==> config.mk <==
export PLATFORM = sky130hd
export DESIGN_NAME = gdp_top
export DESIGN_NICKNAME = d
export VERILOG_FILES = /design/src/design/gdp_pkg.sv /design/src/design/gdp_cnt_if.sv /design/src/design/gdp_counter.sv /design/src/design/gdp_top.sv
export VERILOG_INCLUDE_DIRS = /design/src /design/src/design
export SDC_FILE = /design/constraint.sdc
export NUM_CORES = 1
export LEC_CHECK = 0
export BUFFER_PORTS_ARGS = -buffer_cell sky130_fd_sc_hd__buf_2
export CAP_MARGIN = 10
export CORE_UTILIZATION = 40
export CTS_CLUSTER_DIAMETER = 120
export DETAILED_ROUTE_END_ITERATION = 6
export SLEW_MARGIN = 15
export SYNTH_ARGS = -nofsm -noshare
export SYNTH_HDL_FRONTEND = slang
export SYNTH_HIERARCHICAL = 1
export SYNTH_SLANG_ARGS = --single-unit
==> constraint.sdc <==
create_clock -name core_clk_i -period 6.1 [get_ports core_clk_i]
set_clock_uncertainty 0.1 [all_clocks]
set_input_delay 0.305 -clock core_clk_i [delete_from_list [all_inputs] [get_ports core_clk_i]]
set_output_delay 0.305 -clock core_clk_i [all_outputs]
set_load 0.1 [all_outputs]
==> src/design/gdp_defines.svh <==
// constants for the grayscale dimming and precharge generator
`ifndef GDP_DEFINES_SVH
`define GDP_DEFINES_SVH
`define GDP_NUM_CH        16
`define GDP_GS_W          12
`define GDP_DC_W          6
`define GDP_PERIOD        13'h1000
`define GDP_TRACK_CYCLES  12'hE00
`define GDP_PRECH_CYCLES  12'h200
`define GDP_GS_RESET      12'h000
`define GDP_DC_RESET      6'h00
`define GDP_CNT_RESET     12'h000
`endif

==> src/design/gdp_pkg.sv <==
// types for the grayscale dimming and precharge generator
`include "gdp_defines.svh"
package gdp_pkg;
    typedef logic [`GDP_GS_W-1:0] gdp_gs_t;
    typedef logic [`GDP_DC_W-1:0] gdp_dc_t;
    typedef gdp_gs_t [`GDP_NUM_CH-1:0] gdp_gs_arr_t;
    typedef gdp_dc_t [`GDP_NUM_CH-1:0] gdp_dc_arr_t;
    typedef enum logic [1:0]
    {
        GDP_STARTUP  = 2'b00,
        GDP_TRACKING = 2'b01,
        GDP_PRECHARGE_PHASE   = 2'b10
    } gdp_phase_t;
endpackage : gdp_pkg

==> src/design/gdp_cnt_if.sv <==
// shared counter signals between the generator top and its counter
`timescale 1ns/100ps
`default_nettype none
interface gdp_cnt_if;
    import gdp_pkg::*;
    gdp_gs_t count;
    logic    step;
    logic    running;
    modport ctr (output count, output step, output running);
    modport top (input count, input step, input running);
endinterface : gdp_cnt_if
`default_nettype wire

==> src/design/gdp_counter.sv <==
// shared 12-bit grayscale counter
`timescale 1ns/100ps
`default_nettype none
`include "gdp_defines.svh"
module gdp_counter
(
    input  wire logic core_clk_i,   // system clock
    input  wire logic resetn_i,     // async reset, active low
    input  wire logic enable_i,     // global enable bit
    input  wire logic dim_rise_i,   // dimming clock rising edge pulse
    gdp_cnt_if.ctr    cnt           // counter outputs
);
    import gdp_pkg::*;

    gdp_gs_t count;
    gdp_gs_t next_count;
    logic    running;
    logic    next_running;

    always_comb
    begin
        next_count   = count;
        next_running = running;
        if (!enable_i)
        begin
            next_count   = `GDP_CNT_RESET;
            next_running = 1'b0;
        end
        else if (dim_rise_i)
        begin
            next_count   = count + 12'h001;
            next_running = 1'b1;
        end
    end

    always_ff @(posedge core_clk_i or negedge resetn_i)
    begin
        if (!resetn_i)
        begin
            count   <= `GDP_CNT_RESET;
            running <= 1'b0;
        end
        else
        begin
            count   <= next_count;
            running <= next_running;
        end
    end

    assign cnt.count   = count;
    assign cnt.step    = enable_i && dim_rise_i;
    assign cnt.running = running;
endmodule : gdp_counter
`default_nettype wire

==> src/design/gdp_top.sv <==
// sixteen-channel grayscale dimming generator with precharge phase
`timescale 1ns/100ps
`default_nettype none
`include "gdp_defines.svh"
// Overview of operation
// each channel repeats every 4096 dimming clocks with duty equal to its level over 4096; the code gives its level minus one over 4096.
// the first dimming edge after enable moves the counter from zero to one and lights nonzero channels; the code leaves a level-one channel off.
// every further dimming edge while enabled adds exactly one to the counter.
// a channel turns off when the counter equals its grayscale level.
// clearing enable zeroes the counter and turns all channels off at once.
// all channels share one counter, so periods and rising edges coincide.
// each current sink is enabled exactly while its dimming waveform is high.
// the controller may stop the dimming clock to hold channels on indefinitely.
// precharge phase is low for the first 3584 cycles of a period and high for the last 512; the code holds it high from count 3584 through count zero.
// if all channels are inactive before cycle 3585 the precharge phase rises at once.
// low precharge selects the led loop amplifier, high hands control to the feedback loop.
// during startup the led loop amplifier stays disabled.
// each channel holds a 6-bit dot correction code driving its current dac.
// reset clears frame select, enable, all levels and all codes.
// a load updates levels when frame select is zero, codes when one, and always enable.
// after the 4096th dimming edge the counter wraps, relighting nonzero channels, precharge low; the code relights and drops precharge on the 4097th edge.
module gdp_top
(
    input  wire logic                core_clk_i,        // system clock, 250 MHz
    input  wire logic                resetn_i,          // power-on reset, active low
    input  wire logic                dimming_clock_i,   // dimming clock, synchronous
    input  wire logic                load_i,            // frame load strobe
    input  wire logic                frame_select_bit_i,// received frame select
    input  wire logic                enable_bit_i,      // received enable bit
    input  wire gdp_pkg::gdp_gs_arr_t frame_gs_i,       // received grayscale levels
    input  wire gdp_pkg::gdp_dc_arr_t frame_dc_i,       // received dot correction codes
    input  wire logic [15:0]         fault_i,           // per-channel led fault
    input  wire logic                startup_i,         // startup phase active
    output logic [15:0]              sink_en_o,         // current sink enables
    output gdp_pkg::gdp_dc_arr_t     dot_correction_code_o, // dac codes
    output logic                     precharge_phase_o, // precharge phase
    output logic                     led_loop_amplifier_en_o,      // led loop in control
    output logic                     feedback_loop_amplifier_sel_o,// feedback loop in control
    output logic                     enable_bit_o,      // current enable bit
    output logic                     frame_select_bit_o // current frame select bit
);
    import gdp_pkg::*;

    gdp_cnt_if cnt_bus();

    gdp_gs_arr_t grayscale_level;
    gdp_gs_arr_t next_grayscale_level;
    gdp_dc_arr_t dc_code;
    gdp_dc_arr_t next_dc_code;
    logic        enable_bit;
    logic        next_enable_bit;
    logic        frame_select_bit;
    logic        next_frame_select_bit;
    logic        dim_prev;
    logic        dim_rise;
    logic [15:0] ch_on;
    logic [15:0] next_ch_on;
    logic        prech;
    logic        next_prech;
    gdp_phase_t  phase;
    logic        all_inactive;

    // configuration registers
    always_comb
    begin
        next_grayscale_level  = grayscale_level;
        next_dc_code          = dc_code;
        next_enable_bit       = enable_bit;
        next_frame_select_bit = frame_select_bit;
        if (load_i)
        begin
            next_enable_bit       = enable_bit_i;
            next_frame_select_bit = frame_select_bit_i;
            if (frame_select_bit_i)
                next_dc_code = frame_dc_i;
            else
                next_grayscale_level = frame_gs_i;
        end
    end

    always_ff @(posedge core_clk_i or negedge resetn_i)
    begin
        if (!resetn_i)
        begin
            for (int i = 0; i < `GDP_NUM_CH; i++)
            begin
                grayscale_level[i] <= `GDP_GS_RESET;
                dc_code[i]         <= `GDP_DC_RESET;
            end
            enable_bit       <= 1'b0;
            frame_select_bit <= 1'b0;
        end
        else
        begin
            grayscale_level  <= next_grayscale_level;
            dc_code          <= next_dc_code;
            enable_bit       <= next_enable_bit;
            frame_select_bit <= next_frame_select_bit;
        end
    end

    // dimming clock edge detect; clock held still keeps the sink enables frozen
    assign dim_rise = dimming_clock_i && !dim_prev;

    gdp_counter u_counter
    (
        .core_clk_i (core_clk_i),
        .resetn_i   (resetn_i),
        .enable_i   (enable_bit),
        .dim_rise_i (dim_rise),
        .cnt        (cnt_bus.ctr)
    );

    // next count value seen on a step
    gdp_gs_t nc;
    assign nc = cnt_bus.count + 12'h001;

    // one comparator per channel against the shared counter
    genvar g;
    generate
        for (g = 0; g < `GDP_NUM_CH; g++)
        begin : g_ch
            always_comb
            begin
                next_ch_on[g] = ch_on[g];
                if (!enable_bit)
                    next_ch_on[g] = 1'b0;
                else if (cnt_bus.step)
                begin
                    if (nc == grayscale_level[g])
                        next_ch_on[g] = 1'b0;
                    else if (nc == 12'h001 && grayscale_level[g] != 12'h000)
                        next_ch_on[g] = 1'b1;
                end
            end
        end
    endgenerate

    assign all_inactive = ((ch_on & ~fault_i) == 16'h0000) && cnt_bus.running;

    // precharge: high from count 3584 through the wrap to zero, low again when the count steps to one
    always_comb
    begin
        next_prech = prech;
        if (!enable_bit)
            next_prech = 1'b0;
        else if (cnt_bus.step && nc == 12'h001)
            next_prech = 1'b0;
        else if (cnt_bus.step && nc == `GDP_TRACK_CYCLES)
            next_prech = 1'b1;
        else if (all_inactive)
            next_prech = 1'b1;
    end

    always_ff @(posedge core_clk_i or negedge resetn_i)
    begin
        if (!resetn_i)
        begin
            dim_prev <= 1'b0;
            ch_on    <= 16'h0000;
            prech    <= 1'b0;
        end
        else
        begin
            dim_prev <= dimming_clock_i;
            ch_on    <= next_ch_on;
            prech    <= next_prech;
        end
    end

    always_comb
    begin
        if (startup_i)
            phase = GDP_STARTUP;
        else if (prech)
            phase = GDP_PRECHARGE_PHASE;
        else
            phase = GDP_TRACKING;
    end

    always_comb
    begin
        case (phase)
            GDP_TRACKING: led_loop_amplifier_en_o = 1'b1;
            GDP_PRECHARGE_PHASE:   led_loop_amplifier_en_o = 1'b0;
            GDP_STARTUP:  led_loop_amplifier_en_o = 1'b0;
            default:      led_loop_amplifier_en_o = 1'b0;
        endcase
    end

    assign feedback_loop_amplifier_sel_o = !led_loop_amplifier_en_o;
    assign sink_en_o             = ch_on;
    assign dot_correction_code_o = dc_code;
    assign precharge_phase_o     = prech;
    assign enable_bit_o          = enable_bit;
    assign frame_select_bit_o    = frame_select_bit;
endmodule : gdp_top
`default_nettype wire

== Word-level counts from Yosys, hierarchy flattened ==
Cells that the tools add are included.
Storage, ports and cells
  register bits: 321
  bits of input ports: 311
  output and inout bits: 117
  logic and storage cells: 229
Operators by class
  add/subtract/negate cells: 1
  eq/ne operators: 38
  muxes and demuxes: 75
  bitwise logic cells: 3
  reductions and logical operators: 58
Operator list (number)
  12-bit equality test: 16
  12-bit nonzero test: 16
  1-bit 2-to-1 mux: 71
  3-bit by 1-bit != test with 1-bit output (second input constant): 16
  2-bit AND reduction: 18
  12-bit 2-to-1 mux: 2
  1-bit logical AND: 21
  16-bit bitwise AND: 1
  16-bit logical NOT: 1
  16-bit NOT: 1
  12-bit by 1-bit adder with 12-bit output (second input constant): 1
  12-bit by 1-bit equality test with 1-bit output (second input constant): 1
  12-bit equality test (second input constant): 1
  2-bit 2-to-1 mux: 2
  4-bit by 1-bit != test with 1-bit output (second input constant): 1
  2-bit by 1-bit equality test with 1-bit output (second input constant): 1
  1-bit logical NOT: 2
  2-bit by 1-bit != test with 1-bit output (second input constant): 1
  2-bit != test (second input constant): 1
  1-bit NOT: 1

== Depth between registers and ports, before layout ==
Gate-level depths: netlist (run 1).
  word-level depth: 8
  gate-level depth with buffers: 12
  depth with buffers taken out: 8

== Hierarchy ==
Netlist (run 1), hierarchy kept.
Modules (own cells, without submodules)
  gdp_top: instances 1, cells an instance 1341, area each 15995.3 µm², seq. area each 7707.4 µm²
  gdp_counter: instances 1, cells an instance 62, area each 638.1 µm², seq. area each 325.3 µm²

== Worst setup path after synthesis (run 1) ==
Ideal clock, no wire load.
  path type: flip-flop to flip-flop
  from: register u_counter.count[0], in the netlist u_counter/cnt.count[0]
  to: register ch_on[14], in the netlist sink_en_o[14]
  library setup time: 0.136 ns
  arrival time: 3.084 ns
  required time: 5.864 ns
  setup slack: 2.780 ns
  cell stages (with the launch flop): 12
  path buffers: 4
  period minus slack after synthesis: 3.320 ns
  cell sequence: dfrtp_1 -> buf_2 -> buf_2 -> inv_1 -> ha_1 -> clkbuf_1 -> clkbuf_1 -> xnor2_1 -> nand3_1 -> a2111o_1 -> nor4_1 -> a31oi_1
Between the ends
  longest elaborated chain between the ends: 5
  elaborated cells on any way between the ends: 9
  those cells by class: 1 x add/sub; 3 x eq/ne; 3 x mux; 2 x reduce/logical
RTL lines
  from (decl): line gdp_counter.sv:15  | gdp_gs_t count;
  from (signal assigned): line gdp_counter.sv:40  | count <= `GDP_CNT_RESET;
  from (signal assigned): line gdp_counter.sv:45  | count <= next_count;
  12-bit by 1-bit adder with 12-bit output *: line gdp_top.sv:116  | assign nc = cnt_bus.count + 12'h001;
  12-bit by 1-bit equality test with 1-bit output or 12-bit equality test (tied branches): line gdp_top.sv:132, gdp_top.sv:130
  1-bit logical AND or 1-bit 2-to-1 mux (tied branches): line gdp_top.sv:132, gdp_top.sv:130
  3-bit by 1-bit != test with 1-bit output (no line) or 1-bit 2-to-1 mux (tied branches)
  2-bit AND reduction (no line) or 1-bit 2-to-1 mux (tied branches)
  to (signal assigned): line gdp_top.sv:166  | ch_on <= next_ch_on;
  to (decl): line gdp_top.sv:56  | logic [15:0] ch_on;
Mark *: on every way between the ends. The rest lies on a longest branch, timed or not. The select of a mux whose other input is x is not followed.
A chain may end at the register's enable or synchronous reset.

== Worst setup path after layout (run 1) ==
  from: register u_counter.count[0], in the netlist u_counter/cnt.count[0]
  to: register ch_on[8], in the netlist sink_en_o[8]
The elaborated chain is that of the path after synthesis.

==> flow_summary_export.csv, run 1 <==
group,metric,value,unit
status,status,"complete, but fails checks",
status,violations,"negative hold slack",
logic_synthesis,syn_area_per_cell,11.86,sq um
layout,nets,2412,
layout,syn_to_final_growth,41.33,%
logic_synthesis,synth_cell_type_count,71,
power_and_ir_drop,power.density,298.3,nW/um^2
clock_network,cts_root_buf,"clkbuf_16",
logic_synthesis,synth_top_cell_by_area,"dfrtp_1",
logic_synthesis,netlist_area,16630,sq um
logic_synthesis,synthCells,1403,
clock_network,post-cts-setup-buffers,0,
floorplanning,design.portCount,428,
run,cap_violations,0,
timing,period_minus_slack,4.143,ns
logic_synthesis,synth_flop_cell,"dfrtp_1",
floorplanning,core,40920,sq um
clock_network,clk_path_buf_depth,3,
power_and_ir_drop,p_int,4.517,mW
grt,antenna_found_initial,4,
critical_path,worstPathMaxFanout,18,
route,viasPerCell,5.358,
floorplanning,die_x,205.9,microns
floorplanning,die_h,205.9,microns
timing,slew_headroom,23.00,%
route,antenna_left,0,
timing,max_freq,0.2414,GHz
floorplanning,dieArea,42400,sq um
logic_synthesis,synth_seq_cells,321,
timing,min_period_over_period,67.92,%
place,gp_congestion,0.9005,
route,routed_wl,58.27,mm
timing,hold_violations,2,
critical_path,crit_slowest_cell,"nor2_1",
layout,n_fill_cell,3337,
grt,overflow,0,
logic_synthesis,ys_seq_area_share,48.29,%
critical_path,critPathRequiredTime,6.41,ns
grt,grt.total_usage,27.39,%
route,drtIter0Drc,890,
place,portBuffers,427,
timing,setup_tns,0,ns
power_and_ir_drop,p_clk_share,33.6,%
grt,grt_pass1_wl,87.40,mm
hold_path,hold_end,"enable_bit_o",
timing,tightest_slew,1.151,ns
route,dr.pass1.iters,5,
critical_path,reg2regPathDepth,7,
power_and_ir_drop,switching_share,35.60,%
logic_synthesis,synth_top_area_share,48.29,%
floorplanning,rows,74,
route,via_count,14242,
power_and_ir_drop,combinationalPowerShare,27.0,%
critical_path,crit_top_cell,"xnor2_1",
place,place_inst,2298,
critical_path,path_cells,"ha_1, nand2_1, nor2_1, xnor2_1, xnor2_1, a2111oi_0, a41oi_1",
logic_synthesis,post-synth-top-count-cell,"dfrtp_1",
clock_network,cts_tree,"yes",
hold_path,min_from,"load_i",
critical_path,start_kind,"register",
layout,final_cells,2658,
clock_network,clk_latency,0.56,ns
logic_synthesis,synthTopCellsByCount,"321 x dfrtp_1, 286 x mux2_2, 143 x xnor2_1",
power_and_ir_drop,p_seq_share,39.4,%
power_and_ir_drop,switching_power,2.497,mW
critical_path,arrival,4.46,ns
critical_path,r2r-end,"sink_en_o[8]",
clock_network,numCtsBuffers,38,
power_and_ir_drop,p_leak,10.02,nW
route,post_drt_wl_per_cell,21.92,microns
logic_synthesis,syn-num-nets,1718,
clock_network,numClockSinks,321,
logic_synthesis,async_flop_share,100.0,%
timing,setup_viol,0,
logic_synthesis,synth-edff-count,0,
grt,grt_pass1_vias,15081,
critical_path,ff2ff_setup_slack,1.96,ns
layout,drive_above_1_share,39.11,%
logic_synthesis,synthTopCellsByArea,"dfrtp_1 48%, mux2_2 19%, xnor2_1 7.5%",
timing,rsz0062_at_grt,"false",
logic_synthesis,yosysWarnings,6,
power_and_ir_drop,peakVddDrop,0.2908,mV
grt,grt_max_degree,195,
hold_path,hold_depth,2,
route,drc,0,
critical_path,end_kind,"register",
critical_path,r2r_start,"u_counter/cnt.count[0]",
clock_network,cts_max_level,2,
place,place_hpwl,39.37,mm
floorplanning,initial_utilization,40.64,%
timing,whs,-0.005368,ns
critical_path,critPathKind,"register to register",
clock_network,path_clk_slew,0.06,ns
hold_path,hold_path.class,"primary input to register",
critical_path,crit_path_max_incr_delay,0.86,ns
timing,final_max_slew_viol_count,0,
## worst max-delay path, delay by kind of cell (launching register included)
| kind | cells | cell delay [ns] |
|---|---|---|
| and+or+nand+nor | 2 | 1.13 |
| xor gates and xnor gates | 2 | 0.79 |
| DFF | 1 | 0.70 |
| adders and majority gates | 1 | 0.78 |
| AOI/OAI and AO/OA | 2 | 0.51 |
## area by class of cell
class                      count  area [sq um]  area share (%)
sequential                   321          8034           34.18
multi-input combinational    970          8174           34.77
tap                          532         665.6           2.832
inverter                      30         112.6          0.4790
timing repair buffer         736          5220           22.21
clock inverter                16         193.9          0.8250
clock buffer                  52          1105           4.700
antenna                        1         2.502         0.01065
## stage by stage
| stage | setup WS [ns] | power, mW | hold slack [ns] | utilization [%] | cell area, sq um |
|---|---|---|---|---|---|
| after global placement | 2.178 | 4.504 | 0.2463 | 47.14 | 19290 |
| after global routing | 1.644 | 7.289 | 0.01093 | 57.44 | 23510 |
| after CTS | 2.002 | 7.055 | 0.003922 | 57.44 | 23510 |
| final | 1.957 | 7.013 | -0.005368 | 57.44 | 23510 |
| after floorplan | 2.780 | 4.019 | -0.09059 | - | 16630 |
| after detailed placement | 2.001 | 4.529 | 0.2487 | 47.14 | 19290 |
## power groups by stage
stage,clock network (mW),logic (mW),registers (mW)
final,2.36,1.89,2.76
after global routing,2.49,2.00,2.80
after CTS,2.41,1.89,2.76
after detailed placement,0,1.74,2.79
after global placement,0,1.72,2.78
after floorplan,0,0.606,3.41
## cell usage in the layout (no fill, tap or decap), types with 6 or more instances in the layout
cell	count
buf_2	426
dfrtp_1	320
dlygate4sd3_1	291
mux2_2	286
xnor2_1	140
nor4_1	59
o21ai_0	58
nand3_1	51
xor2_1	40
a21oi_1	39
clkbuf_16	39
nand2_1	37
nor2_1	35
inv_1	28
nand4_1	17
buf_4	16
nor3_1	15
a31oi_1	15
nand2b_1	15
o31ai_1	11
a2111oi_0	10
and3_1	9
o22ai_1	9
o2111ai_1	8
xnor3_1	8
clkbuf_8	8
o211a_1	7
or3_1	6
## cells by family after synthesis
family,count (synthesis),share of synthesized area (%)
AOI/OAI and AO/OA,201,8.357
xor gates and xnor gates,195,11.16
adders and majority gates,4,0.3009
buffers and inverters,112,2.791
DFF,321,48.29
muxes,289,19.54
and+or+nand+nor,281,9.561
## registers in the layout (all words and copies together) (netlist names)
| name | cells |
|---|---|
| enable_bit_o | 1 |
| frame_select_bit_o | 1 |
| sink_en_o | 16 |
| u_counter/cnt.count | 12 |
| grayscale_level | 192 |
| u_counter/cnt.running | 1 |
| dot_correction_code_o | 96 |
| dim_prev | 1 |
| precharge_phase_o | 1 |
## repair_timing
item,4_1_cts,5_1_grt
hold buffers,291,0
gates resized for setup,0,0
endpoints found under the setup margin,0,0
hold endpoints to repair,376,0
## how the worst max path moves through the flow
stage	depth (start not counted)	start	endpoint
2_1_floorplan	11	u_counter/cnt.count[0]	sink_en_o[14]
3_3_place_gp	7	u_counter/cnt.count[2]	sink_en_o[12]
5_1_grt	7	u_counter/cnt.count[0]	sink_en_o[8]
6_report	7	u_counter/cnt.count[0]	sink_en_o[8]
3_5_place_dp	7	u_counter/cnt.count[0]	sink_en_o[8]
4_1_cts	7	u_counter/cnt.count[0]	sink_en_o[8]
## layer usage
metal / GRT usage, % / wire length (microns) / part of all wire (%)
met1: 32.09 / 22800 / 39
met3: 5.456 / 3539 / 6.1
met5: 0 / 42 / 0.072
met2: 48.35 / 29480 / 51
met4: 11.97 / 2410 / 4.1
Note: power is estimated with default switching activity, not from simulation.
==> inputs of run 2 (changes only) <==
--- a/config.mk
+++ b/config.mk
@@ -11,6 +11,7 @@
 export CORE_UTILIZATION = 40
 export CTS_CLUSTER_DIAMETER = 120
 export DETAILED_ROUTE_END_ITERATION = 6
+export PLACE_DENSITY = 0.66
 export SLEW_MARGIN = 15
 export SYNTH_ARGS = -nofsm -noshare
 export SYNTH_HDL_FRONTEND = slang
==> constraint.sdc (replaced) <==
create_clock -name core_clk_i -period 3.5 [get_ports core_clk_i]
set_clock_uncertainty 0.1 [all_clocks]
set_input_delay 0.175 -clock core_clk_i [delete_from_list [all_inputs] [get_ports core_clk_i]]
set_output_delay 0.175 -clock core_clk_i [all_outputs]
set_load 0.1 [all_outputs]
==> run 2 against run 1 <==
Net effect: the run now ends clean; clock power up 62%; non-clock buffer count grew 48; die area stayed put; cell count increased by 1.8%; wire length rose by 4.1%; utilization is 0.85 points higher; sequential power grew 75%; combinational power grew 78%; sequential share of layout area decreased by 0.50 points; largest power group unchanged.
==> flow_summary_export.csv, run 2 (synthesized netlist as in run 1, its figures left out) <==
group,metric,value,unit
clock_network,clk_path_buf_depth,3,
place,gp_congestion,0.9356,
floorplanning,core,40920,sq um
hold_path,hold_path.class,"primary input to register",
floorplanning,design.portCount,428,
clock_network,ctsResizeCount,0,
floorplanning,die_x,205.9,microns
route,drc,0,
layout,top_register,"grayscale_level",
floorplanning,die_h,205.9,microns
layout,largest_reg_flops,192,
clock_network,cts_tree,"yes",
layout,nets,2460,
place,portBuffers,427,
critical_path,critPathKind,"register to register",
grt,grt_pass1_vias,15624,
layout,n_fill_cell,3272,
grt,grt.total_usage,28.65,%
timing,tightest_slew,1.052,ns
place,place_inst,2339,
layout,final_common_cell,"buf_2",
critical_path,end_kind,"register",
critical_path,critPathRequiredTime,3.85,ns
clock_network,cts_max_level,2,
timing,period_minus_slack,3.141,ns
critical_path,crit_path_max_incr_delay,0.60,ns
floorplanning,initial_utilization,40.64,%
timing,max_freq,0.3184,GHz
power_and_ir_drop,p_leak,10.23,nW
power_and_ir_drop,power.density,503.6,nW/um^2
critical_path,arrival,3.49,ns
timing,rsz0062_at_grt,"false",
status,status,"finished clean",
clock_network,cts_root_buf,"clkbuf_16",
timing,hold_violations,0,
clock_network,path_clk_slew,0.06,ns
route,antenna_left,0,
clock_network,holdBufCountCts,298,
timing,setup_tns,0,ns
route,dr.pass1.iters,5,
route,post_drt_wl_per_cell,22.42,microns
timing,final_max_slew_viol_count,0,
critical_path,cp_top_family,"simple AND/OR/NAND/NOR gates",
route,viasPerCell,5.454,
grt,grt_pass1_wl,91.54,mm
timing,min_period_over_period,89.73,%
route,drtIter0Drc,1139,
critical_path,worstPathMaxFanout,10,
clock_network,clk_latency,0.55,ns
clock_network,numClockSinks,321,
power_and_ir_drop,peakVddDrop,0.5795,mV
clock_network,post-cts-setup-buffers,0,
critical_path,start_kind,"register",
grt,grt_max_degree,100,
run,cap_violations,0,
critical_path,crit_slowest_cell,"or4_4",
layout,final_cells,2705,
route,via_count,14753,
floorplanning,dieArea,42400,sq um
place,place_hpwl,41.68,mm
floorplanning,rows,74,
route,routed_wl,60.66,mm
layout,syn_to_final_growth,43.41,%
grt,overflow,0,
critical_path,crit_buf_inv,1,
critical_path,path_cells,"ha_1, or4_4, a2111oi_4, a41oi_2, nor4b_4, buf_4, o21ai_0, a41oi_1",
timing,slew_headroom,29.64,%
timing,setup_viol,0,
layout,drive_above_1_share,39.91,%
clock_network,numCtsBuffers,38,
layout,final_cell_mix,"426 x buf_2, 320 x dfrtp_1, 298 x dlygate4sd3_1, 286 x mux2_2, 140 x xnor2_1",
grt,antenna_found_initial,3,
[run 2: cell count changes in the layout (fill, tap and decap cells not counted), moves of 3 or more]
cell,change
dlygate4sd3_1,+7
clkbuf_8,-5
buf_12,+6
buf_4,+35
clkbuf_1,+3
clkinv_2,+4
[run 2: final cells by class]
type	instances	area (sq um)	share of cell area, %
Clock inverter	15	140.1	0.5875
Sequential cell	321	8034	33.68
Antenna cell	3	7.507	0.03147
Clock buffer	50	1047	4.390
Timing Repair Buffer	784	5673	23.78
Inverter	30	112.6	0.4721
Multi-Input combinational cell	970	8174	34.27
Tap cell	532	665.6	2.790
[run 2: final timing paths]
check / end / startpoint / slack [ns] / depth (start not counted)
max in group asynchronous: dot_correction_code_o[7] / resetn_i / 2.25 / 3
setup reg to reg: sink_en_o[8] / u_counter/cnt.count[1] / 0.36 / 8
hold reg to reg: dot_correction_code_o[84] / dot_correction_code_o[84] / 0.40 / 1
setup / recovery: sink_en_o[8] / u_counter/cnt.count[1] / 0.36 / 8
min in group asynchronous: grayscale_level[89] / resetn_i / 0.19 / 2
hold / removal: precharge_phase_o / fault_i[11] / 0.13 / 5
[run 2: through the flow]
| step | hold WS, ns | setup slack [ns] | power (mW) | util, % | instance area, sq um |
|---|---|---|---|---|---|
| finish | 0.1347 | 0.3594 | 12.01 | 58.29 | 23850 |
| global route | 0.1637 | 0.2084 | 12.49 | 58.28 | 23850 |
| CTS | 0.09284 | 0.3996 | 12.05 | 58.27 | 23850 |
| detailed placement | 0.2000 | 0.4477 | 7.916 | 48.08 | 19680 |
| global placement | 0.1912 | 0.5116 | 7.856 | 48.08 | 19680 |
| floorplan | -0.2206 | 0.1804 | 7.004 | - | 16630 |
[run 2: power by group]
part	internal (mW)	switching (mW)
logic	1.23	2.13
registers	4.22	0.597
clock network	2.25	1.58
total	7.70	4.31
[run 2: routing by layer]
| layer | part of all wire (%) | global-route usage, % | up-vias |
|---|---|---|---|
| met4 | 5.6 | 16.68 | 2 |
| met5 | 0.021 | 0 | - |
| met2 | 49 | 47.71 | 706 |
| met3 | 7.1 | 5.566 | 167 |
| met1 | 38 | 34.49 | 7276 |
| li1 | - | - | 6602 |
[run 2: tightest hold or removal path, delay by kind of cell]
| kind | cells | cell delay, ns |
|---|---|---|
| AOI/OAI and AO/OA | 3 | 0.42 |
| buffers and inverters | 2 | 0.14 |
==> inputs of run 3 (changes only) <==
--- a/config.mk
+++ b/config.mk
@@ -11,9 +11,7 @@
 export CORE_UTILIZATION = 40
 export CTS_CLUSTER_DIAMETER = 120
 export DETAILED_ROUTE_END_ITERATION = 6
-export PLACE_DENSITY = 0.66
 export SLEW_MARGIN = 15
 export SYNTH_ARGS = -nofsm -noshare
 export SYNTH_HDL_FRONTEND = slang
-export SYNTH_HIERARCHICAL = 1
 export SYNTH_SLANG_ARGS = --single-unit
==> constraint.sdc (replaced) <==
create_clock -name core_clk_i -period 3.9 [get_ports core_clk_i]
set_clock_uncertainty 0.1 [all_clocks]
set_input_delay 0.195 -clock core_clk_i [delete_from_list [all_inputs] [get_ports core_clk_i]]
set_output_delay 0.195 -clock core_clk_i [all_outputs]
set_load 0.1 [all_outputs]
==> run 3 against run 2 <==
Net effect: fmax shrank 3.1%; synthesized area is 2.4% lower; combinational power decreased by 5%; sequential power is 10% lower; critical path type unchanged.
==> flow_summary_export.csv, run 3 <==
group,metric,value,unit
clock_network,cts_root_buf,"clkbuf_16",
layout,drive_above_1_share,39.80,%
timing,whs,0.1326,ns
clock_network,cts_tree,"yes",
route,viasPerCell,5.277,
timing,setup_slack,0.6602,ns
critical_path,critPathKind,"register to register",
place,place_inst,2262,
timing,final_max_slew_viol_count,0,
layout,largest_reg_flops,192,
logic_synthesis,syn-num-nets,1662,
layout,syn_to_final_growth,43.46,%
logic_synthesis,synthTopCellsByArea,"dfrtp_1 49%, mux2_2 20%, xnor2_1 8.3%",
grt,grt_pass1_vias,14891,
route,drc,0,
floorplanning,rows,73,
layout,final_cells,2625,
clock_network,holdBufCountCts,293,
critical_path,critPathRequiredTime,4.27,ns
grt,grt_pass1_wl,87.55,mm
floorplanning,core,39910,sq um
logic_synthesis,synthCells,1349,
run,cap_violations,0,
route,routed_wl,57.18,mm
critical_path,worstPathMaxFanout,11,
place,place_hpwl,39.05,mm
clock_network,clk_latency,0.54,ns
hold_path,hold_path.class,"primary input to asynchronous set/reset pin",
clock_network,numCtsBuffers,39,
logic_synthesis,syn_area_per_cell,12.03,sq um
critical_path,end_kind,"register",
power_and_ir_drop,p_leak,10.04,nW
logic_synthesis,async_flop_share,100.0,%
power_and_ir_drop,power.density,486.0,nW/um^2
logic_synthesis,synthTopCellsByCount,"321 x dfrtp_1, 289 x mux2_2, 153 x xnor2_1",
logic_synthesis,synth_top_cell_by_area,"dfrtp_1",
route,dr.pass1.iters,5,
floorplanning,die_h,203.4,microns
layout,multi_input_area,7762,sq um
floorplanning,design.portCount,428,
clock_network,path_clk_slew,0.06,ns
timing,rsz0062_at_grt,"false",
clock_network,cts_max_level,2,
route,post_drt_wl_per_cell,21.78,microns
timing,max_freq,0.3087,GHz
layout,seqCellArea,8033,sq um
grt,grt_max_degree,193,
clock_network,post-cts-setup-buffers,0,
clock_network,clk_path_buf_depth,3,
logic_synthesis,synth-edff-count,0,
grt,overflow,0,
timing,hold_violations,0,
timing,period_minus_slack,3.240,ns
grt,antenna_found_initial,4,
place,portBuffers,427,
layout,stdcell_area,23280,sq um
timing,min_period_over_period,83.07,%
layout,n_fill_cell,3246,
route,antenna_left,0,
layout,final_cell_mix,"426 x buf_2, 321 x dfrtp_1, 293 x dlygate4sd3_1, 289 x mux2_2, 152 x xnor2_1",
logic_synthesis,netlist_area,16230,sq um
floorplanning,die_x,203.4,microns
layout,final_common_cell,"buf_2",
logic_synthesis,synth_seq_cells,321,
timing,slew_headroom,14.41,%
logic_synthesis,ys_seq_area_share,49.50,%
route,via_count,13852,
grt,grt.total_usage,27.89,%
timing,setup_tns,0,ns
place,pre_cts_ws,0.6940,ns
logic_synthesis,synth_flop_cell,"dfrtp_1",
floorplanning,initial_utilization,40.66,%
critical_path,arrival,3.61,ns
layout,nets,2384,
logic_synthesis,post-synth-top-count-cell,"dfrtp_1",
route,drtIter0Drc,690,
floorplanning,dieArea,41380,sq um
clock_network,numClockSinks,321,
logic_synthesis,synth_top_area_share,49.50,%
place,placed_area,19000,sq um
critical_path,start_kind,"register",
clock_network,ctsResizeCount,0,
place,gp_congestion,0.9560,
logic_synthesis,yosysWarnings,0,
logic_synthesis,synth_cell_type_count,63,
status,status,"finished clean",
timing,tightest_slew,1.284,ns
power_and_ir_drop,peakVddDrop,0.4667,mV
layout,top_register,"grayscale_level",
timing,setup_viol,0,
[run 3: changes by cell type after synthesis, sizes merged, moves of 10 or more]
cell	change
nand3	-18
xnor2	+12
a31oi	-10
a21oi	-12
o31ai	-11
xor2	+15
[run 3: worst max-delay path, stage by stage, from the launching register on]
cell and delay (ns):
dfrtp_1 0.55, ha_1 0.40, nand3_1 0.12, buf_4 0.23
xnor2_4 0.41, and4_1 0.33, nand4_2 0.33, buf_4 0.34
a21o_1 0.19, a31oi_1 0.14
[run 3: layout make-up]
type                            count  area share [%]
Clock buffer                       58           5.068
Sequential cell                   321           34.50
Antenna cell                        2         0.02150
Timing Repair Buffer              757           23.12
Tap cell                          525           2.822
Clock inverter                     10          0.7040
Inverter                           26          0.4192
Multi-Input combinational cell    926           33.34
[run 3: final timing paths]
check                                                 end  slack [ns]                       from  depth (start not counted)
worst min-delay path                  grayscale_level[26]        0.13                   resetn_i                          2
min in group core_clk_i                 precharge_phase_o        0.16                 fault_i[2]                          4
worst max-delay path                        sink_en_o[14]        0.66     u_counter.cnt.count[0]                          9
worst max register to register              sink_en_o[14]        0.66     u_counter.cnt.count[0]                          9
max in group asynchronous             grayscale_level[73]        2.44                   resetn_i                          3
worst min register to register  dot_correction_code_o[39]        0.40  dot_correction_code_o[39]                          1
[run 3: cells by family (layout without fill, tap and decap cells)]
| family | Yosys count | count (layout) | synth area share, % |
|---|---|---|---|
| buf+inv | 102 | 851 | 2.806 |
| simple gates | 255 | 255 | 8.828 |
| flops | 321 | 321 | 49.50 |
| mux | 290 | 290 | 20.12 |
| xor+xnor | 213 | 213 | 11.98 |
| compound gates | 166 | 166 | 6.615 |
| fa+ha+maj | 2 | 2 | 0.1542 |
| other cells | 0 | 2 | 0 |
[run 3: metrics by stage]
step	util (%)	total power, mW
finish	58.33	11.31
CTS	58.31	11.38
global route	58.33	11.75
floorplan	-	6.455
global placement	47.60	7.288
detailed placement	47.60	7.315
[run 3: power by group]
part           switching, mW  total (mW)  internal [mW]
Combinational           2.08        3.18           1.11
Sequential             0.531        4.34           3.81
Clock                   1.44        3.79           2.35
Total                   4.05        11.3           7.27
[run 3: routing by layer]
layer / part of all wire [%] / global-route usage [%] / vias to the layer above
li1: - / - / 6297
met1: 40 / 33.86 / 6889
met2: 49 / 47.77 / 530
met3: 6.2 / 5.433 / 132
met4: 4.0 / 12.67 / 4
met5: 0.040 / 0 / -
